### src/pkg/icm_pkg.sv
// Constants, state encoding and timing figures of the I2C master
// configuration and status block.
// Assumes a single 125 MHz clock shared by every design module.
//
// Functional notes
// SCL rate is 2000 kHz over divisor
// Hold SCL low phase while slave stretches
// Enabled time-out aborts transaction, status 0xF8
// Time-out frequency is value over 128 Hz
// Timer off: single attempt, no retries
// Acknowledge programmed own address as slave
// As slave, never acknowledge data bytes
// Bus-free wait, else busy reports 0xFB
// SCL held low 25 ms aborts, 0xFA
// Status readable; 0xF3 at start, updated end
// Results 0xF0 ok, 0xF1/0xF2 nacks
// Erroneous host command reports status 0xF9
// Host waits interrupt instead of polling status
// Interrupt pin driven low on completion
`default_nettype none

package icm_pkg;

    // ********************************************************
    // Register offsets
    // ********************************************************
    localparam logic [7:0] OFS_SCL_RATE_DIVISOR   = 8'h02;
    localparam logic [7:0] OFS_TIMEOUT_CONFIG     = 8'h03;
    localparam logic [7:0] OFS_TRANSACTION_STATUS = 8'h04;
    localparam logic [7:0] OFS_OWN_SLAVE_ADDRESS  = 8'h05;
    localparam logic [7:0] OFS_BUS_TIMEOUT_ENABLES = 8'h09;

    // ********************************************************
    // Reset values and fields
    // ********************************************************
    localparam logic [7:0] RST_SCL_RATE_DIVISOR   = 8'hA0;
    localparam logic [7:0] RST_TIMEOUT_CONFIG     = 8'h00;
    localparam logic [7:0] RST_TRANSACTION_STATUS = 8'h00;
    localparam logic [7:0] RST_OWN_SLAVE_ADDRESS  = 8'h00;
    localparam logic [1:0] RST_BUS_TIMEOUT_ENABLES = 2'h0;
    localparam int         BIT_TIMEOUT_ENABLE     = 0;
    localparam int         BIT_SCL_LOW_ENABLE     = 0;
    localparam int         BIT_BUS_FREE_ENABLE    = 1;
    localparam logic [7:0] READ_ZERO              = 8'h00;

    // ********************************************************
    // Status codes
    // ********************************************************
    localparam logic [7:0] ST_OK        = 8'hF0;
    localparam logic [7:0] ST_ADDR_NACK = 8'hF1;
    localparam logic [7:0] ST_DATA_NACK = 8'hF2;
    localparam logic [7:0] ST_BUSY      = 8'hF3;
    localparam logic [7:0] ST_TIMEOUT   = 8'hF8;
    localparam logic [7:0] ST_CMD_ERROR = 8'hF9;
    localparam logic [7:0] ST_SCL_LOW   = 8'hFA;
    localparam logic [7:0] ST_BUS_BUSY  = 8'hFB;

    // ********************************************************
    // Timing
    // ********************************************************
    localparam int CLK_KHZ     = 125000;       // System clock rate
    localparam int SCL_KHZ_NUM = 2000;         // Rate numerator
    // Half-period base runs at twice the numerator
    localparam logic [16:0] TICK_KHZ = 17'(2 * SCL_KHZ_NUM);
    localparam logic [16:0] CLK_KHZ_W = 17'(CLK_KHZ);
    localparam int CLK_HZ      = 125000000;
    localparam int TMO_DIV     = 128;          // Time-out divisor
    // Cycles of one time-out period for a value of one
    localparam logic [35:0] TMO_SCALE = 36'(TMO_DIV) * 36'(CLK_HZ);
    localparam int SCL_LOW_MS  = 25;           // SCL-low limit, ms
    localparam logic [21:0] SCL_LOW_CYC =
        22'(SCL_LOW_MS * (CLK_KHZ));
    localparam int BUS_FREE_NS = 5000;         // Idle time for free
    localparam logic [9:0] BUS_FREE_CYC =
        10'((BUS_FREE_NS * (CLK_KHZ / 1000) + 999) / 1000);

    // ********************************************************
    // Transaction control states
    // ********************************************************
    typedef enum logic [1:0] {
        XS_IDLE      = 2'b00,
        XS_WAIT_FREE = 2'b01,
        XS_RUN       = 2'b10
    } icm_xstate_type;

endpackage : icm_pkg

`default_nettype wire

### src/pkg/icm_tmr_if.sv
// Carrier between the control logic and the time-out unit.
// Assumes both ends run on the same clock.
`default_nettype none

interface icm_tmr_if;
    logic       run;        // Transaction active, timers armed
    logic       timeout_enable;        // Transaction time-out enabled
    logic [6:0] to_val;     // Time-out value
    logic       scl_low_timeout_enable;       // SCL-low time-out enabled
    logic       scl_low;    // Synchronised SCL is low
    logic       bus_high;   // Both lines high
    logic       xact_tmo;   // Transaction time-out reached
    logic       scl_tmo;    // SCL-low time-out reached
    logic       bus_free;   // Bus idle long enough

    modport ctl (output run, timeout_enable, to_val, scl_low_timeout_enable, scl_low, bus_high,
                 input xact_tmo, scl_tmo, bus_free);
    modport tmr (input run, timeout_enable, to_val, scl_low_timeout_enable, scl_low, bus_high,
                 output xact_tmo, scl_tmo, bus_free);
endinterface : icm_tmr_if

`default_nettype wire

### src/icm_timer.sv
// Time-out unit: transaction timer, SCL-low timer, bus-free detect.
// Assumes synchronised line levels from the control logic.
`default_nettype none

module icm_timer #(
    parameter logic [35:0] TMO_SCALE   = icm_pkg::TMO_SCALE,
    parameter logic [21:0] SCL_LOW_CYC = icm_pkg::SCL_LOW_CYC
) (
    input  wire logic clk_i,
    input  wire logic resetn_i,
    icm_tmr_if.tmr    tif
);

    // ********************************************************
    // State
    // ********************************************************
    typedef struct packed {
        logic [35:0] to_acc;    // Time-out accumulator
        logic [21:0] low_cnt;   // SCL-low cycle count
        logic [9:0]  free_cnt;  // Idle cycle count
        logic        xact_tmo;
        logic        scl_tmo;
        logic        bus_free;
    } icm_tmr_state_type;

    icm_tmr_state_type st;
    icm_tmr_state_type next_st;

    // Next-state logic
    always_comb
    begin
        next_st = st;
        if (!tif.run)
        begin
            // Timers restart with each transaction
            next_st.to_acc   = '0;
            next_st.low_cnt  = '0;
            next_st.xact_tmo = 1'b0;
            next_st.scl_tmo  = 1'b0;
        end
        else
        begin
            // Adding the value each cycle gives period 128*f/value
            if (tif.timeout_enable && !st.xact_tmo)
            begin
                next_st.to_acc = st.to_acc + 36'(tif.to_val);
                if (next_st.to_acc >= TMO_SCALE)
                    next_st.xact_tmo = 1'b1;
            end
            if (tif.scl_low_timeout_enable && tif.scl_low)
            begin
                if (st.low_cnt >= SCL_LOW_CYC - 22'h000001)
                    next_st.scl_tmo = 1'b1;
                else
                    next_st.low_cnt = st.low_cnt + 22'h000001;
            end
            else
                next_st.low_cnt = '0;
        end
        // Bus-free watch runs always
        if (tif.bus_high)
        begin
            if (st.free_cnt >= icm_pkg::BUS_FREE_CYC)
                next_st.bus_free = 1'b1;
            else
                next_st.free_cnt = st.free_cnt + 10'h001;
        end
        else
        begin
            next_st.free_cnt = '0;
            next_st.bus_free = 1'b0;
        end
    end

    // State register
    always_ff @(posedge clk_i)
    begin
        if (!resetn_i)
            st <= '0;
        else
            st <= next_st;
    end

    assign tif.xact_tmo = st.xact_tmo;
    assign tif.scl_tmo  = st.scl_tmo;
    assign tif.bus_free = st.bus_free;

    chk_tmo_reach: assert property (@(posedge clk_i)
        disable iff (!resetn_i)
        tif.run && tif.timeout_enable && st.to_acc >= TMO_SCALE |=> st.xact_tmo)
        else $error("time-out not flagged at scale");

endmodule : icm_timer

`default_nettype wire

### src/icm_top.sv
// Configuration, status and SCL timing of the I2C master engine.
// Assumes a command decoder drives the register port and start and
// error pulses, and a bit engine reports results on this clock.
`default_nettype none

module icm_top #(
    parameter logic [35:0] TMO_SCALE   = icm_pkg::TMO_SCALE,
    parameter logic [21:0] SCL_LOW_CYC = icm_pkg::SCL_LOW_CYC
) (
    input  wire logic       clk_i,
    input  wire logic       resetn_i,
    input  wire logic       reg_wr_i,       // Register write strobe
    input  wire logic       reg_rd_i,       // Register read strobe
    input  wire logic [7:0] reg_addr_i,     // Register address
    input  wire logic [7:0] reg_wdata_i,    // Write data
    output logic      [7:0] reg_rdata_o,    // Read data, held
    input  wire logic       xact_start_i,   // Start a transaction
    input  wire logic       cmd_error_i,    // Malformed host command
    input  wire logic       xact_done_i,    // Bit engine finished
    input  wire logic       addr_nack_i,    // Address not acked
    input  wire logic       data_nack_i,    // Data not acked
    output logic            xact_go_o,      // Bit engine may start
    output logic            xact_abort_o,   // Bit engine must stop
    output logic            scl_tick_o,     // SCL half-period edge
    input  wire logic       scl_i,          // SCL pin level
    output logic            scl_o,          // SCL drive value, low
    output logic            scl_oe_o,       // SCL driven low
    input  wire logic       sda_i,          // SDA pin level
    input  wire logic       slv_addr_valid_i, // Foreign address byte
    input  wire logic [7:0] slv_byte_i,       // Received byte
    input  wire logic       slv_data_valid_i, // Foreign data byte
    output logic            slv_ack_o,      // Acknowledge as slave
    output logic            int_n_o         // Completion, active low
);

    // ********************************************************
    // State
    // ********************************************************
    typedef struct packed {
        logic [1:0]  scl_sync;  // SCL synchroniser
        logic [1:0]  sda_sync;  // SDA synchroniser
        icm_pkg::icm_xstate_type xs;
        logic [7:0]  div;       // SCL rate divisor
        logic [7:0]  to_cfg;    // Time-out value and enable
        logic [7:0]  own_addr;  // Own slave address
        logic        addr_set;  // Own address programmed
        logic [1:0]  bte;       // Bus-free and SCL-low enables
        logic [7:0]  status;    // Transaction status
        logic [7:0]  rdata;     // Read data
        logic        int_n;     // Interrupt, active low
        logic [16:0] acc;       // Fractional base-tick accumulator
        logic [7:0]  half;      // Base ticks in this half period
        logic        scl_oe;    // Driving SCL low
        logic        scl_tick;
        logic        go;
        logic        abort;
        logic        slv_ack;
    } icm_top_state_type;

    icm_top_state_type st;
    icm_top_state_type next_st;

    icm_tmr_if tif();

    // Time-out unit
    icm_timer #(
        .TMO_SCALE   (TMO_SCALE),
        .SCL_LOW_CYC (SCL_LOW_CYC)
    ) u_timer (
        .clk_i    (clk_i),
        .resetn_i (resetn_i),
        .tif      (tif)
    );

    // Second synchroniser stages only feed logic
    logic scl_s;
    logic sda_s;
    logic [7:0] div_eff;    // Divisor, zero taken as one
    logic       base_tick;  // Twice the SCL rate times divisor
    logic       timeout_enable;
    logic       is_nack;

    assign scl_s   = st.scl_sync[1];
    assign sda_s   = st.sda_sync[1];
    assign div_eff = (st.div == 8'h00) ? 8'h01 : st.div;
    assign timeout_enable     = st.to_cfg[icm_pkg::BIT_TIMEOUT_ENABLE];
    assign is_nack = addr_nack_i || data_nack_i;
    assign base_tick = (st.acc + icm_pkg::TICK_KHZ)
                       >= icm_pkg::CLK_KHZ_W;

    assign tif.run      = (st.xs == icm_pkg::XS_RUN);
    assign tif.timeout_enable      = timeout_enable;
    assign tif.to_val   = st.to_cfg[7:1];
    assign tif.scl_low_timeout_enable     = st.bte[icm_pkg::BIT_SCL_LOW_ENABLE];
    assign tif.scl_low  = !scl_s;
    assign tif.bus_high = scl_s && sda_s;

    // ********************************************************
    // Next-state logic
    // ********************************************************
    always_comb
    begin
        next_st = st;
        next_st.scl_sync = {st.scl_sync[0], scl_i};
        next_st.sda_sync = {st.sda_sync[0], sda_i};
        next_st.go       = 1'b0;
        next_st.abort    = 1'b0;
        next_st.scl_tick = 1'b0;

        // Register reads; reading status releases the interrupt
        if (reg_rd_i)
        begin
            case (reg_addr_i)
                icm_pkg::OFS_SCL_RATE_DIVISOR:   next_st.rdata = st.div;
                icm_pkg::OFS_TIMEOUT_CONFIG:     next_st.rdata = st.to_cfg;
                icm_pkg::OFS_TRANSACTION_STATUS:
                begin
                    next_st.rdata = st.status;
                    next_st.int_n = 1'b1;
                end
                icm_pkg::OFS_OWN_SLAVE_ADDRESS:  next_st.rdata = st.own_addr;
                icm_pkg::OFS_BUS_TIMEOUT_ENABLES:
                    next_st.rdata = {6'h00, st.bte};
                default:
                    next_st.rdata = icm_pkg::READ_ZERO;
            endcase
        end

        // Register writes; status is read-only
        if (reg_wr_i)
        begin
            case (reg_addr_i)
                icm_pkg::OFS_SCL_RATE_DIVISOR: next_st.div = reg_wdata_i;
                icm_pkg::OFS_TIMEOUT_CONFIG:   next_st.to_cfg = reg_wdata_i;
                icm_pkg::OFS_OWN_SLAVE_ADDRESS:
                begin
                    next_st.own_addr = reg_wdata_i;
                    next_st.addr_set = 1'b1;
                end
                icm_pkg::OFS_BUS_TIMEOUT_ENABLES:
                    next_st.bte = reg_wdata_i[1:0];
                default:
                    next_st.bte = st.bte;   // Ignored
            endcase
        end

        // SCL generator: fractional base tick, div ticks per half
        if (st.xs == icm_pkg::XS_RUN)
        begin
            if (base_tick)
                next_st.acc = st.acc + icm_pkg::TICK_KHZ
                              - icm_pkg::CLK_KHZ_W;
            else
                next_st.acc = st.acc + icm_pkg::TICK_KHZ;
            // Released but still low: a slave stretches, so wait
            if (!st.scl_oe && !scl_s)
                next_st.half = st.half;
            else if (base_tick)
            begin
                if (st.half >= div_eff - 8'h01)
                begin
                    next_st.half     = 8'h00;
                    next_st.scl_oe   = !st.scl_oe;
                    next_st.scl_tick = 1'b1;
                end
                else
                    next_st.half = st.half + 8'h01;
            end
        end
        else
        begin
            next_st.acc    = '0;
            next_st.half   = 8'h00;
            next_st.scl_oe = 1'b0;
        end

        // Transaction control
        case (st.xs)
            icm_pkg::XS_IDLE:
            begin
                if (xact_start_i)
                begin
                    if (st.bte[icm_pkg::BIT_BUS_FREE_ENABLE])
                    begin
                        next_st.status = icm_pkg::ST_BUSY;
                        next_st.xs = icm_pkg::XS_WAIT_FREE;
                    end
                    else if (!tif.bus_free)
                    begin
                        next_st.status = icm_pkg::ST_BUS_BUSY;
                        next_st.int_n  = 1'b0;
                    end
                    else
                    begin
                        next_st.status = icm_pkg::ST_BUSY;
                        next_st.go = 1'b1;
                        next_st.xs = icm_pkg::XS_RUN;
                    end
                end
                else if (cmd_error_i)
                begin
                    next_st.status = icm_pkg::ST_CMD_ERROR;
                    next_st.int_n  = 1'b0;
                end
            end
            icm_pkg::XS_WAIT_FREE:
            begin
                if (tif.bus_free)
                begin
                    next_st.go = 1'b1;
                    next_st.xs = icm_pkg::XS_RUN;
                end
            end
            icm_pkg::XS_RUN:
            begin
                // Time-outs take priority over a late result
                if (timeout_enable && tif.xact_tmo)
                begin
                    next_st.status = icm_pkg::ST_TIMEOUT;
                    next_st.abort  = 1'b1;
                    next_st.int_n  = 1'b0;
                    next_st.xs     = icm_pkg::XS_IDLE;
                end
                else if (tif.scl_low_timeout_enable && tif.scl_tmo)
                begin
                    next_st.status = icm_pkg::ST_SCL_LOW;
                    next_st.abort  = 1'b1;
                    next_st.int_n  = 1'b0;
                    next_st.xs     = icm_pkg::XS_IDLE;
                end
                else if (xact_done_i)
                begin
                    if (is_nack && timeout_enable)
                        next_st.go = 1'b1;   // Retry until time-out
                    else
                    begin
                        // Without the timer one attempt only
                        if (addr_nack_i)
                            next_st.status = icm_pkg::ST_ADDR_NACK;
                        else if (data_nack_i)
                            next_st.status = icm_pkg::ST_DATA_NACK;
                        else
                            next_st.status = icm_pkg::ST_OK;
                        next_st.int_n = 1'b0;
                        next_st.xs    = icm_pkg::XS_IDLE;
                    end
                end
            end
            default:
                next_st.xs = icm_pkg::XS_IDLE;
        endcase

        // Slave side: address only, data always refused
        if (slv_data_valid_i)
            next_st.slv_ack = 1'b0;
        else if (slv_addr_valid_i)
            next_st.slv_ack = st.addr_set
                && (slv_byte_i[7:1] == st.own_addr[7:1]);
    end

    // State register
    always_ff @(posedge clk_i)
    begin
        if (!resetn_i)
        begin
            st          <= '0;
            st.scl_sync <= 2'b11;
            st.sda_sync <= 2'b11;
            st.xs       <= icm_pkg::XS_IDLE;
            st.div      <= icm_pkg::RST_SCL_RATE_DIVISOR;
            st.to_cfg   <= icm_pkg::RST_TIMEOUT_CONFIG;
            st.own_addr <= icm_pkg::RST_OWN_SLAVE_ADDRESS;
            st.bte      <= icm_pkg::RST_BUS_TIMEOUT_ENABLES;
            st.status   <= icm_pkg::RST_TRANSACTION_STATUS;
            st.int_n    <= 1'b1;
        end
        else
            st <= next_st;
    end

    assign reg_rdata_o  = st.rdata;
    assign xact_go_o    = st.go;
    assign xact_abort_o = st.abort;
    assign scl_tick_o   = st.scl_tick;
    assign scl_o        = 1'b0;
    assign scl_oe_o     = st.scl_oe;
    assign slv_ack_o    = st.slv_ack;
    assign int_n_o      = st.int_n;

    // ********************************************************
    // Checks
    // ********************************************************
    chk_start_status: assert property (@(posedge clk_i)
        disable iff (!resetn_i)
        xact_start_i && st.xs == icm_pkg::XS_IDLE && tif.bus_free
        |=> st.status == icm_pkg::ST_BUSY)
        else $error("start did not show in-progress status");

    chk_bus_busy: assert property (@(posedge clk_i)
        disable iff (!resetn_i)
        xact_start_i && st.xs == icm_pkg::XS_IDLE && !tif.bus_free
        && !st.bte[icm_pkg::BIT_BUS_FREE_ENABLE]
        |=> st.status == icm_pkg::ST_BUS_BUSY && !int_n_o)
        else $error("busy bus not reported");

    chk_wait_free: assert property (@(posedge clk_i)
        disable iff (!resetn_i)
        st.xs == icm_pkg::XS_WAIT_FREE && !tif.bus_free |=> !xact_go_o)
        else $error("start while bus not free");

    chk_tmo_code: assert property (@(posedge clk_i)
        disable iff (!resetn_i)
        st.xs == icm_pkg::XS_RUN && timeout_enable && tif.xact_tmo
        |=> st.status == icm_pkg::ST_TIMEOUT && xact_abort_o)
        else $error("time-out not reported");

    chk_low_code: assert property (@(posedge clk_i)
        disable iff (!resetn_i)
        st.xs == icm_pkg::XS_RUN && tif.scl_low_timeout_enable && tif.scl_tmo
        && !(timeout_enable && tif.xact_tmo)
        |=> st.status == icm_pkg::ST_SCL_LOW && xact_abort_o)
        else $error("SCL-low time-out not reported");

    chk_no_retry: assert property (@(posedge clk_i)
        disable iff (!resetn_i)
        st.xs == icm_pkg::XS_RUN && xact_done_i && addr_nack_i && !timeout_enable
        && !(tif.scl_low_timeout_enable && tif.scl_tmo)
        |=> st.status == icm_pkg::ST_ADDR_NACK && !xact_go_o
        ##1 !xact_go_o)
        else $error("retry without time-out timer");

    chk_int_done: assert property (@(posedge clk_i)
        disable iff (!resetn_i)
        $rose(st.status == icm_pkg::ST_OK) |-> !int_n_o)
        else $error("completion without interrupt");

    chk_cmd_error: assert property (@(posedge clk_i)
        disable iff (!resetn_i)
        cmd_error_i && !xact_start_i && st.xs == icm_pkg::XS_IDLE
        |=> st.status == icm_pkg::ST_CMD_ERROR)
        else $error("command error not reported");

    chk_slave_data: assert property (@(posedge clk_i)
        disable iff (!resetn_i)
        slv_data_valid_i |=> !slv_ack_o)
        else $error("slave data acknowledged");

    chk_slave_addr: assert property (@(posedge clk_i)
        disable iff (!resetn_i)
        slv_addr_valid_i && !slv_data_valid_i && st.addr_set
        && slv_byte_i[7:1] == st.own_addr[7:1] |=> slv_ack_o)
        else $error("own address not acknowledged");

    chk_scl_stretch: assert property (@(posedge clk_i)
        disable iff (!resetn_i)
        st.xs == icm_pkg::XS_RUN && !st.scl_oe && !scl_s
        |=> !scl_tick_o && scl_oe_o == 1'b0)
        else $error("SCL advanced while stretched");

endmodule : icm_top

`default_nettype wire

### config.mk
export PLATFORM = sky130hd
export DESIGN_NAME = icm_top
export DESIGN_NICKNAME = d
export VERILOG_FILES = /design/src/pkg/icm_pkg.sv /design/src/pkg/icm_tmr_if.sv /design/src/icm_timer.sv /design/src/icm_top.sv
export SDC_FILE = /design/constraint.sdc
export NUM_CORES = 1
export LEC_CHECK = 0
export BUFFER_PORTS_ARGS = -buffer_cell sky130_fd_sc_hd__buf_4
export CORE_UTILIZATION = 45
export CTS_CLUSTER_SIZE = 25
export DETAILED_ROUTE_END_ITERATION = 8
export HOLD_SLACK_MARGIN = 0.08
export SYNTH_ARGS = -nofsm -noshare
export SYNTH_HDL_FRONTEND = slang
export SYNTH_SLANG_ARGS = --single-unit
### constraint.sdc
create_clock -name clk_i -period 3.5 [get_ports clk_i]
set_input_delay 0.7 -clock clk_i [delete_from_list [all_inputs] [get_ports clk_i]]
set_output_delay 0.7 -clock clk_i [all_outputs]
set_load 0.02 [all_outputs]
==> results of run 1 <==
-- cell usage in the layout, fill, tap and decap left out, drive strengths merged, types with 8 or more instances in the layout --
cell / Yosys / final
a211oi: 9 / 9
a21boi: 12 / 12
a21o: 8 / 8
a21oi: 53 / 53
and2: 12 / 12
and3: 10 / 10
buf: 22 / 63
clkbuf: 39 / 18
dfxtp: 144 / 144
ha: 26 / 26
inv: 28 / 29
mux2i: 24 / 24
nand2: 89 / 89
nand2b: 14 / 14
nand3: 49 / 49
nand4: 24 / 24
nor2: 128 / 128
nor2b: 24 / 24
nor3: 29 / 29
nor4: 14 / 14
o21ai: 27 / 27
or3: 17 / 17
xnor2: 57 / 57
xor2: 42 / 42
-- cell families after synthesis --
| kind of cell | Yosys count | share of synthesized area, % |
|---|---|---|
| and+or+nand+nor | 442 | 27.4 |
| muxes | 27 | 3.38 |
| buffers and inverters | 89 | 4.80 |
| other | 1 | 0.0463 |
| DFF | 144 | 35.6 |
| AOI/OAI and AO/OA | 168 | 13.8 |
| adders and majority gates | 27 | 4.26 |
| xor gates and xnor gates | 99 | 10.7 |
-- worst max path at each step --
stage / startpoint / to / slack, ns / cells past startpoint
3_3_place_gp: st[59] / u_timer.tif.xact_tmo / 0.44 / 11
3_5_place_dp: st[59] / u_timer.tif.xact_tmo / 0.43 / 11
6_report: st[59] / u_timer.tif.xact_tmo / 0.38 / 11
5_1_grt: st[59] / u_timer.tif.xact_tmo / 0.13 / 11
4_1_cts: st[59] / u_timer.tif.xact_tmo / 0.39 / 11
2_1_floorplan: reg_addr_i[5] / st[73] / 0.57 / 7
-- power by group through the flow --
| stage | sequential [W] | clock, W | combinational, W |
|---|---|---|---|
| detailed placement | 0.00169 | 0 | 0.000111 |
| global route | 0.00166 | 0.00203 | 0.000120 |
| CTS | 0.00166 | 0.00197 | 0.000111 |
| finish | 0.00166 | 0.00192 | 0.000109 |
| global placement | 0.00169 | 0 | 0.000109 |
| floorplan | 0.00169 | 0 | 0.0000578 |
-- per-layer routing --
metal	track usage (%)	up-vias
li1	-	3525
met1	27.6	3079
met2	31.4	97
met3	4.06	17
met4	6.36	0
met5	0	-
-- sequential cells by signal, indices dropped and copies added, names as in the netlist --
name                  count
u_timer.tif.scl_tmo       1
st                       55
int_n_o                   1
scl_oe_o                  1
xact_go_o                 1
xact_abort_o              1
u_timer.tif.bus_free      1
u_timer.st               68
sda_s                     1
scl_tick_o                1
reg_rdata_o               8
slv_ack_o                 1
u_timer.tif.xact_tmo      1
next_st                   2
scl_s                     1
-- cell type report --
cell class	instances	area, sq um
clock buffers	18	439
clock inverters	13	188
fillers	1682	8210
inverters	28	105
multi-input cells	764	4840
flip-flops and latches	144	2880
well taps	225	282
repair buffers	63	473
-- stage by stage --
stage / std cells / worst slack, ns
floorplan: 997 / 0.567
global placement: 1224 / 0.443
CTS: 1255 / 0.391
global route: 1255 / 0.134
finish: 1255 / 0.383
detailed placement: 1224 / 0.428
-- worst max-delay path: stages (launching register included) --
cell and delay (ns):
dfxtp_1 0.36, ha_1 0.22, fa_1 0.27, a211oi_1 0.10, o21a_1 0.29, or4_1 0.70, xor2_1 0.18, nand2_1 0.09
or3_1 0.35, nor4_1 0.23, o31ai_1 0.10, a21oi_1 0.15
-- Yosys cell counts, types with 5 or more instances --
| cell type | count |
|---|---|
| a211oi_1 | 9 |
| a21boi_0 | 12 |
| a21o_1 | 8 |
| a21oi_1 | 53 |
| a221oi_1 | 6 |
| a31oi_1 | 5 |
| and2_1 | 12 |
| and3_1 | 10 |
| buf_2 | 11 |
| buf_4 | 9 |
| clkbuf_1 | 39 |
| dfxtp_1 | 144 |
| ha_1 | 26 |
| inv_1 | 28 |
| mux2i_1 | 24 |
| nand2_1 | 89 |
| nand2b_1 | 14 |
| nand3_1 | 49 |
| nand4_1 | 24 |
| nor2_1 | 128 |
| nor2b_1 | 24 |
| nor3_1 | 29 |
| nor4_1 | 14 |
| o211a_1 | 6 |
| o211ai_1 | 5 |
| o21a_1 | 6 |
| o21ai_0 | 24 |
| o32ai_1 | 6 |
| or3_1 | 17 |
| xnor2_1 | 57 |
| xor2_1 | 42 |
==> run summary, run 1 <==
die span in x = 136 um
total core area = 17,400 sq um
final setup violation count = 0
share of the synthesized area in the top cell type = 35.6%
Boundary Pins = 52
unrepaired setup endpoints after global routing = false
share of the clock period used by the worst path after layout = 89.0%
ys flop type = dfxtp_1
top layer reached by signal wires = met4
actual slew at the worst max-slew pin = 0.698 ns
Psw = 0.000767 W
Port Buf Inserts = 49
Setup crit start kind = register
most area-hungry cell type in the Yosys netlist = dfxtp_1
hold violation total from the final report = 0
sum of net half-perimeters after detailed placement = 12.6 mm
Inserted Clock Buffers = 17
Detailed Route WL = 17.5 mm
hold-fix buffers at CTS = 0
Sw Share = 20.8%
final weighted congestion in routability-driven placement = 0.793
post-CTS setup buffer count = 0
CP endpoint kind = register
number of antenna violations at the first check in global routing = 0
Final Cell Area = 9210 sq um
Syn-to-layout area delta = 13.6%
Net count, final = 1,082
leakage = 3.30 nW
cell at the root of the clock tree = clkbuf_16
internal power summed over all cells = 0.00291 W
Worst-path clk slew = 0.06 ns
CTS HTree Levels = 4
power density over the cells = 400 nW/um^2
via-per-instance ratio = 5.35
fraction of the yosys area taken by sequential cells = 35.6%
combinational power share = 3.0%
FMAX = 321 MHz
total length of routed met3 wires = 565 um
Vias = 6,718
source-to-sink clock delay at the later pin of the worst-skew pair = 0.43 ns
drt first-iter violations = 261
logic depth of the worst register-to-register path = 11
flop and latch count out of synthesis = 144
origin of the worst min-delay path = next_st[79]
Crit path arrival time = 3.47 ns
origin of the critical flop-to-flop path = st[59]
final core utilization = 52.9%
Max Buffers Root-to-Sink = 2
Synth async-reset ratio = 0%
maximum vdd drop = 0.347 mV
fraction of final layout cells sized beyond drive strength 1 = 11.0%
post-layout minimum cycle time = 3.12 ns
number of flops mapped to enable cells by yosys = 0
Post-Synthesis Mean Instance Area = 8.13 sq um
RR Endpoint = u_timer.tif.xact_tmo
clock tree from TritonCTS = done
antenna cells = 0
standard-cell rows = 48
Worst Hold Endpoint = scl_s
Die Footprint = 18,600 sq um
result of the run = complete, no violations
final-layout setup total negative slack = 0 ns
final routed wire length divided by cell count = 14.0 um
final setup skew = 0.0120 ns
initial standard-cell utilization of the core = 46.5%
number of clock sinks = 144
vias in the first global route = 6,135
met1 layer wirelength in the final routing = 8.88 mm
post-detailed-route DRC marker count = 0
metal2 WL = 7.84 mm
sequential fraction of design power = 45.0%
synthesized cell area = 8110 sq um
number of warnings reported in the yosys synthesis log = 0
largest net degree at the start of global routing = 56
Final Slew Violations = 0
worst hold margin = 0.407 ns
global router's overall resource usage = 20.1%
type of the worst setup path = register to register
HP Class = register to register
die span in y = 136 um
remaining antenna violation count after routing = 0
wire length of the first global-routing pass = 29.8 mm
count of maximum capacitance violations = 0
post-layout power = 0.00368 W
Syn Nets = 1,061
number of iterations in the first detailed-routing pass = 4
reg-to-reg slack, setup = 0.38 ns
maximum fanout encountered on the critical timing path = 7
residual overflow from global routing = 0
number of standard cells after synthesis = 997
clock network power share = 52.0%
Placed Area = 8580 sq um
normalized max-slew margin = 53.1%
CP required = 3.85 ns
leading cell types by total area after synthesis = dfxtp_1 (36%), xnor2_1 (6.2%), nor2_1 (5.9%), xor2_1 (4.5%), nand2_1 (4.1%)
cells resized by post-CTS repair = 0
number of cells on the worst hold path = 1
number of library cell types mapped by synthesis = 65
No activity file was read; power rests on OpenSTA's default activity.
==> inputs of run 2 (changes only) <==
--- a/config.mk
+++ b/config.mk
@@ -10,6 +10,7 @@
 export CTS_CLUSTER_SIZE = 25
 export DETAILED_ROUTE_END_ITERATION = 8
 export HOLD_SLACK_MARGIN = 0.08
+export REMOVE_ABC_BUFFERS = 1
 export SYNTH_ARGS = -nofsm -noshare
 export SYNTH_HDL_FRONTEND = slang
 export SYNTH_SLANG_ARGS = --single-unit
==> run 2 against run 1 <==
  * Sequential cell count did not move
  * Count of clock-buffer cells in the layout unchanged
  * Largest power group unchanged
  * Worst setup slack worse by 0.025 ns
  * Sequential share of layout area is essentially flat
  * Sequential power barely moved
  * Die area did not move
  * Fmax decreased by 0.80%
  * Clock power down 6%
  * Critical path depth is the same
  * Highest routed layer unchanged
  * Global-route usage increased by 0.24 points
  * Non-clock buffer count up 6
==> run summary, run 2 (synthesis gave the netlist of run 1 again) <==
number of antenna violations at the first check in global routing = 0 (unchanged)
count of maximum capacitance violations = 0 (unchanged)
total core area = 17,400 sq um (unchanged)
final-layout setup total negative slack = 0 ns (unchanged)
post-detailed-route DRC marker count = 0 (unchanged)
result of the run = complete, no violations
type of the worst setup path = register to register
flip-flop count of the largest register after layout = 68 (unchanged)
slowest cell delay on critical path = 0.69 ns (about the same)
final weighted congestion in routability-driven placement = 0.788 (-0.57%)
final cell count without fillers = 1,262 (+0.56%)
maximum vdd drop = 0.335 mV (-3.4%)
Boundary Pins = 52 (unchanged)
sum of net half-perimeters after detailed placement = 12.8 mm (+1.8%)
drt first-iter violations = 342 (+31%)
Inserted Clock Buffers = 17 (unchanged)
origin of the worst min-delay path = next_st[77]
final routed wire length divided by cell count = 14.0 um (+0.27%)
final setup violation count = 0 (unchanged)
Crit path arrival time = 3.50 ns (+0.03 ns)
leakage = 3.31 nW (+0.34%)
via-per-instance ratio = 5.32 (-0.70%)
CP endpoint kind = register
Detailed Route WL = 17.7 mm (+0.83%)
share of the clock period used by the worst path after layout = 89.8% (+0.71 points)
Die Footprint = 18,600 sq um (unchanged)
Syn-to-layout area delta = 13.6% (about the same)
timing startpoint of the critical path = st[59]
instance count after placement with tap cells included = 1,230 (+0.49%)
FMAX = 318 MHz (-0.80%)
antenna cells = 0 (unchanged)
hold violation total from the final report = 0 (unchanged)
residual overflow from global routing = 0 (unchanged)
final setup skew = 0.0109 ns (-0.00113 ns)
Port Buf Inserts = 49 (unchanged)
Setup crit start kind = register
Worst-path clk slew = 0.07 ns (about the same)
maximum fanout encountered on the critical timing path = 7 (unchanged)
vias in the first global route = 6,167 (+0.52%)
FILL cells = 1,703 (+1.2%)
cell at the root of the clock tree = clkbuf_16
die span in x = 136 um (unchanged)
fraction of final layout cells sized beyond drive strength 1 = 11.6% (+0.60 points)
CP required = 3.86 ns (about the same)
global router's overall resource usage = 20.3% (+0.24 points)
clock tree from TritonCTS = done
setup slack after placement = 0.376 ns (-0.0513 ns)
number of iterations in the first detailed-routing pass = 5 (+1)
slowest cell on the critical path = or4_1
die span in y = 136 um (unchanged)
initial standard-cell utilization of the core = 46.5% (unchanged)
register containing the most flip-flops in the final layout = u_timer.st
power density over the cells = 388 nW/um^2 (-3.1%)
HP Class = register to register
source-to-sink clock delay at the later pin of the worst-skew pair = 0.43 ns (about the same)
unrepaired setup endpoints after global routing = false
most frequent cells in the layout = dfxtp_1 (144), nor2_1 (128), nand2_1 (88)
post-layout minimum cycle time = 3.14 ns (+0.0250 ns)
Crit path max-delay family = simple AND/OR/NAND/NOR gates
origin of the critical flop-to-flop path = st[59]
standard-cell rows = 48 (unchanged)
Net count, final = 1,088 (+0.55%)
Vias = 6,708 (-0.15%)
hold-fix buffers at CTS = 0 (unchanged)
wire length of the first global-routing pass = 30.0 mm (+0.56%)
largest net degree at the start of global routing = 51 (-8.9%)
remaining antenna violation count after routing = 0 (unchanged)
number of clock sinks = 144 (unchanged)
cells resized by post-CTS repair = 0 (unchanged)
post-CTS setup buffer count = 0 (unchanged)
final worst setup slack = 0.358 ns (-0.0250 ns)
most common library cell in the layout ignoring fill and taps = dfxtp_1
normalized max-slew margin = 61.4% (+8.3 points)
CTS HTree Levels = 4 (unchanged)
Final Slew Violations = 0 (unchanged)
Buffers & Inverters on Critical Path = 0 (unchanged)
cell-by-cell trace of the critical path = ha_1 > fa_1 > a211oi_1 > o21a_1 > or4_1 > xor2_1 > nand2_1 > or3_1 > nor4_1 > o31ai_1 > a21oi_1
actual slew at the worst max-slew pin = 0.575 ns (-0.124 ns)
Max Buffers Root-to-Sink = 2 (unchanged)
run 2: layout make-up:
class	count	area, sq um	share of cell area, %
multi-input cells	764	4840	52.5
flip-flops and latches	144	2880	31.3
inverters	28	105	1.14
repair buffers	69	518	5.63
well taps	225	282	3.06
clock buffers	18	439	4.77
clock inverters	14	145	1.58
run 2: final timing paths:
kind / to / slack, ns / cells after the start
max: u_timer.tif.xact_tmo / 0.36 / 11
min: sda_s / 0.41 / 1
max reg2reg: u_timer.tif.xact_tmo / 0.36 / 11
min reg2reg: sda_s / 0.41 / 1
run 2: power breakdown:
| part | switching [W] | total, W | internal (W) |
|---|---|---|---|
| clock network | 0.000780 | 0.00180 | 0.00102 |
| logic | 0.0000544 | 0.000112 | 0.0000571 |
| registers | 0.00000747 | 0.00166 | 0.00165 |
| total | 0.000842 | 0.00357 | 0.00273 |
run 2: layer usage:
| layer | track usage (%) | share of wire (%) | vias to the layer above |
|---|---|---|---|
| met5 | 0 | 0 | - |
| met4 | 5.80 | 1.4 | 0 |
| met3 | 5.18 | 3.6 | 18 |
| met2 | 31.2 | 45 | 111 |
| met1 | 28.0 | 50 | 3049 |
| li1 | - | - | 3530 |
run 2: stage by stage:
stage	power (W)	hold WS (ns)	cell area [sq um]	utilization, %
finish	0.00357	0.410	9210	52.9
global route	0.00370	0.413	9210	52.9
detailed placement	0.00181	0.395	8620	49.5
CTS	0.00362	0.409	9210	52.9
global placement	0.00181	0.388	8620	49.5
floorplan	0.00174	0.386	7820	-
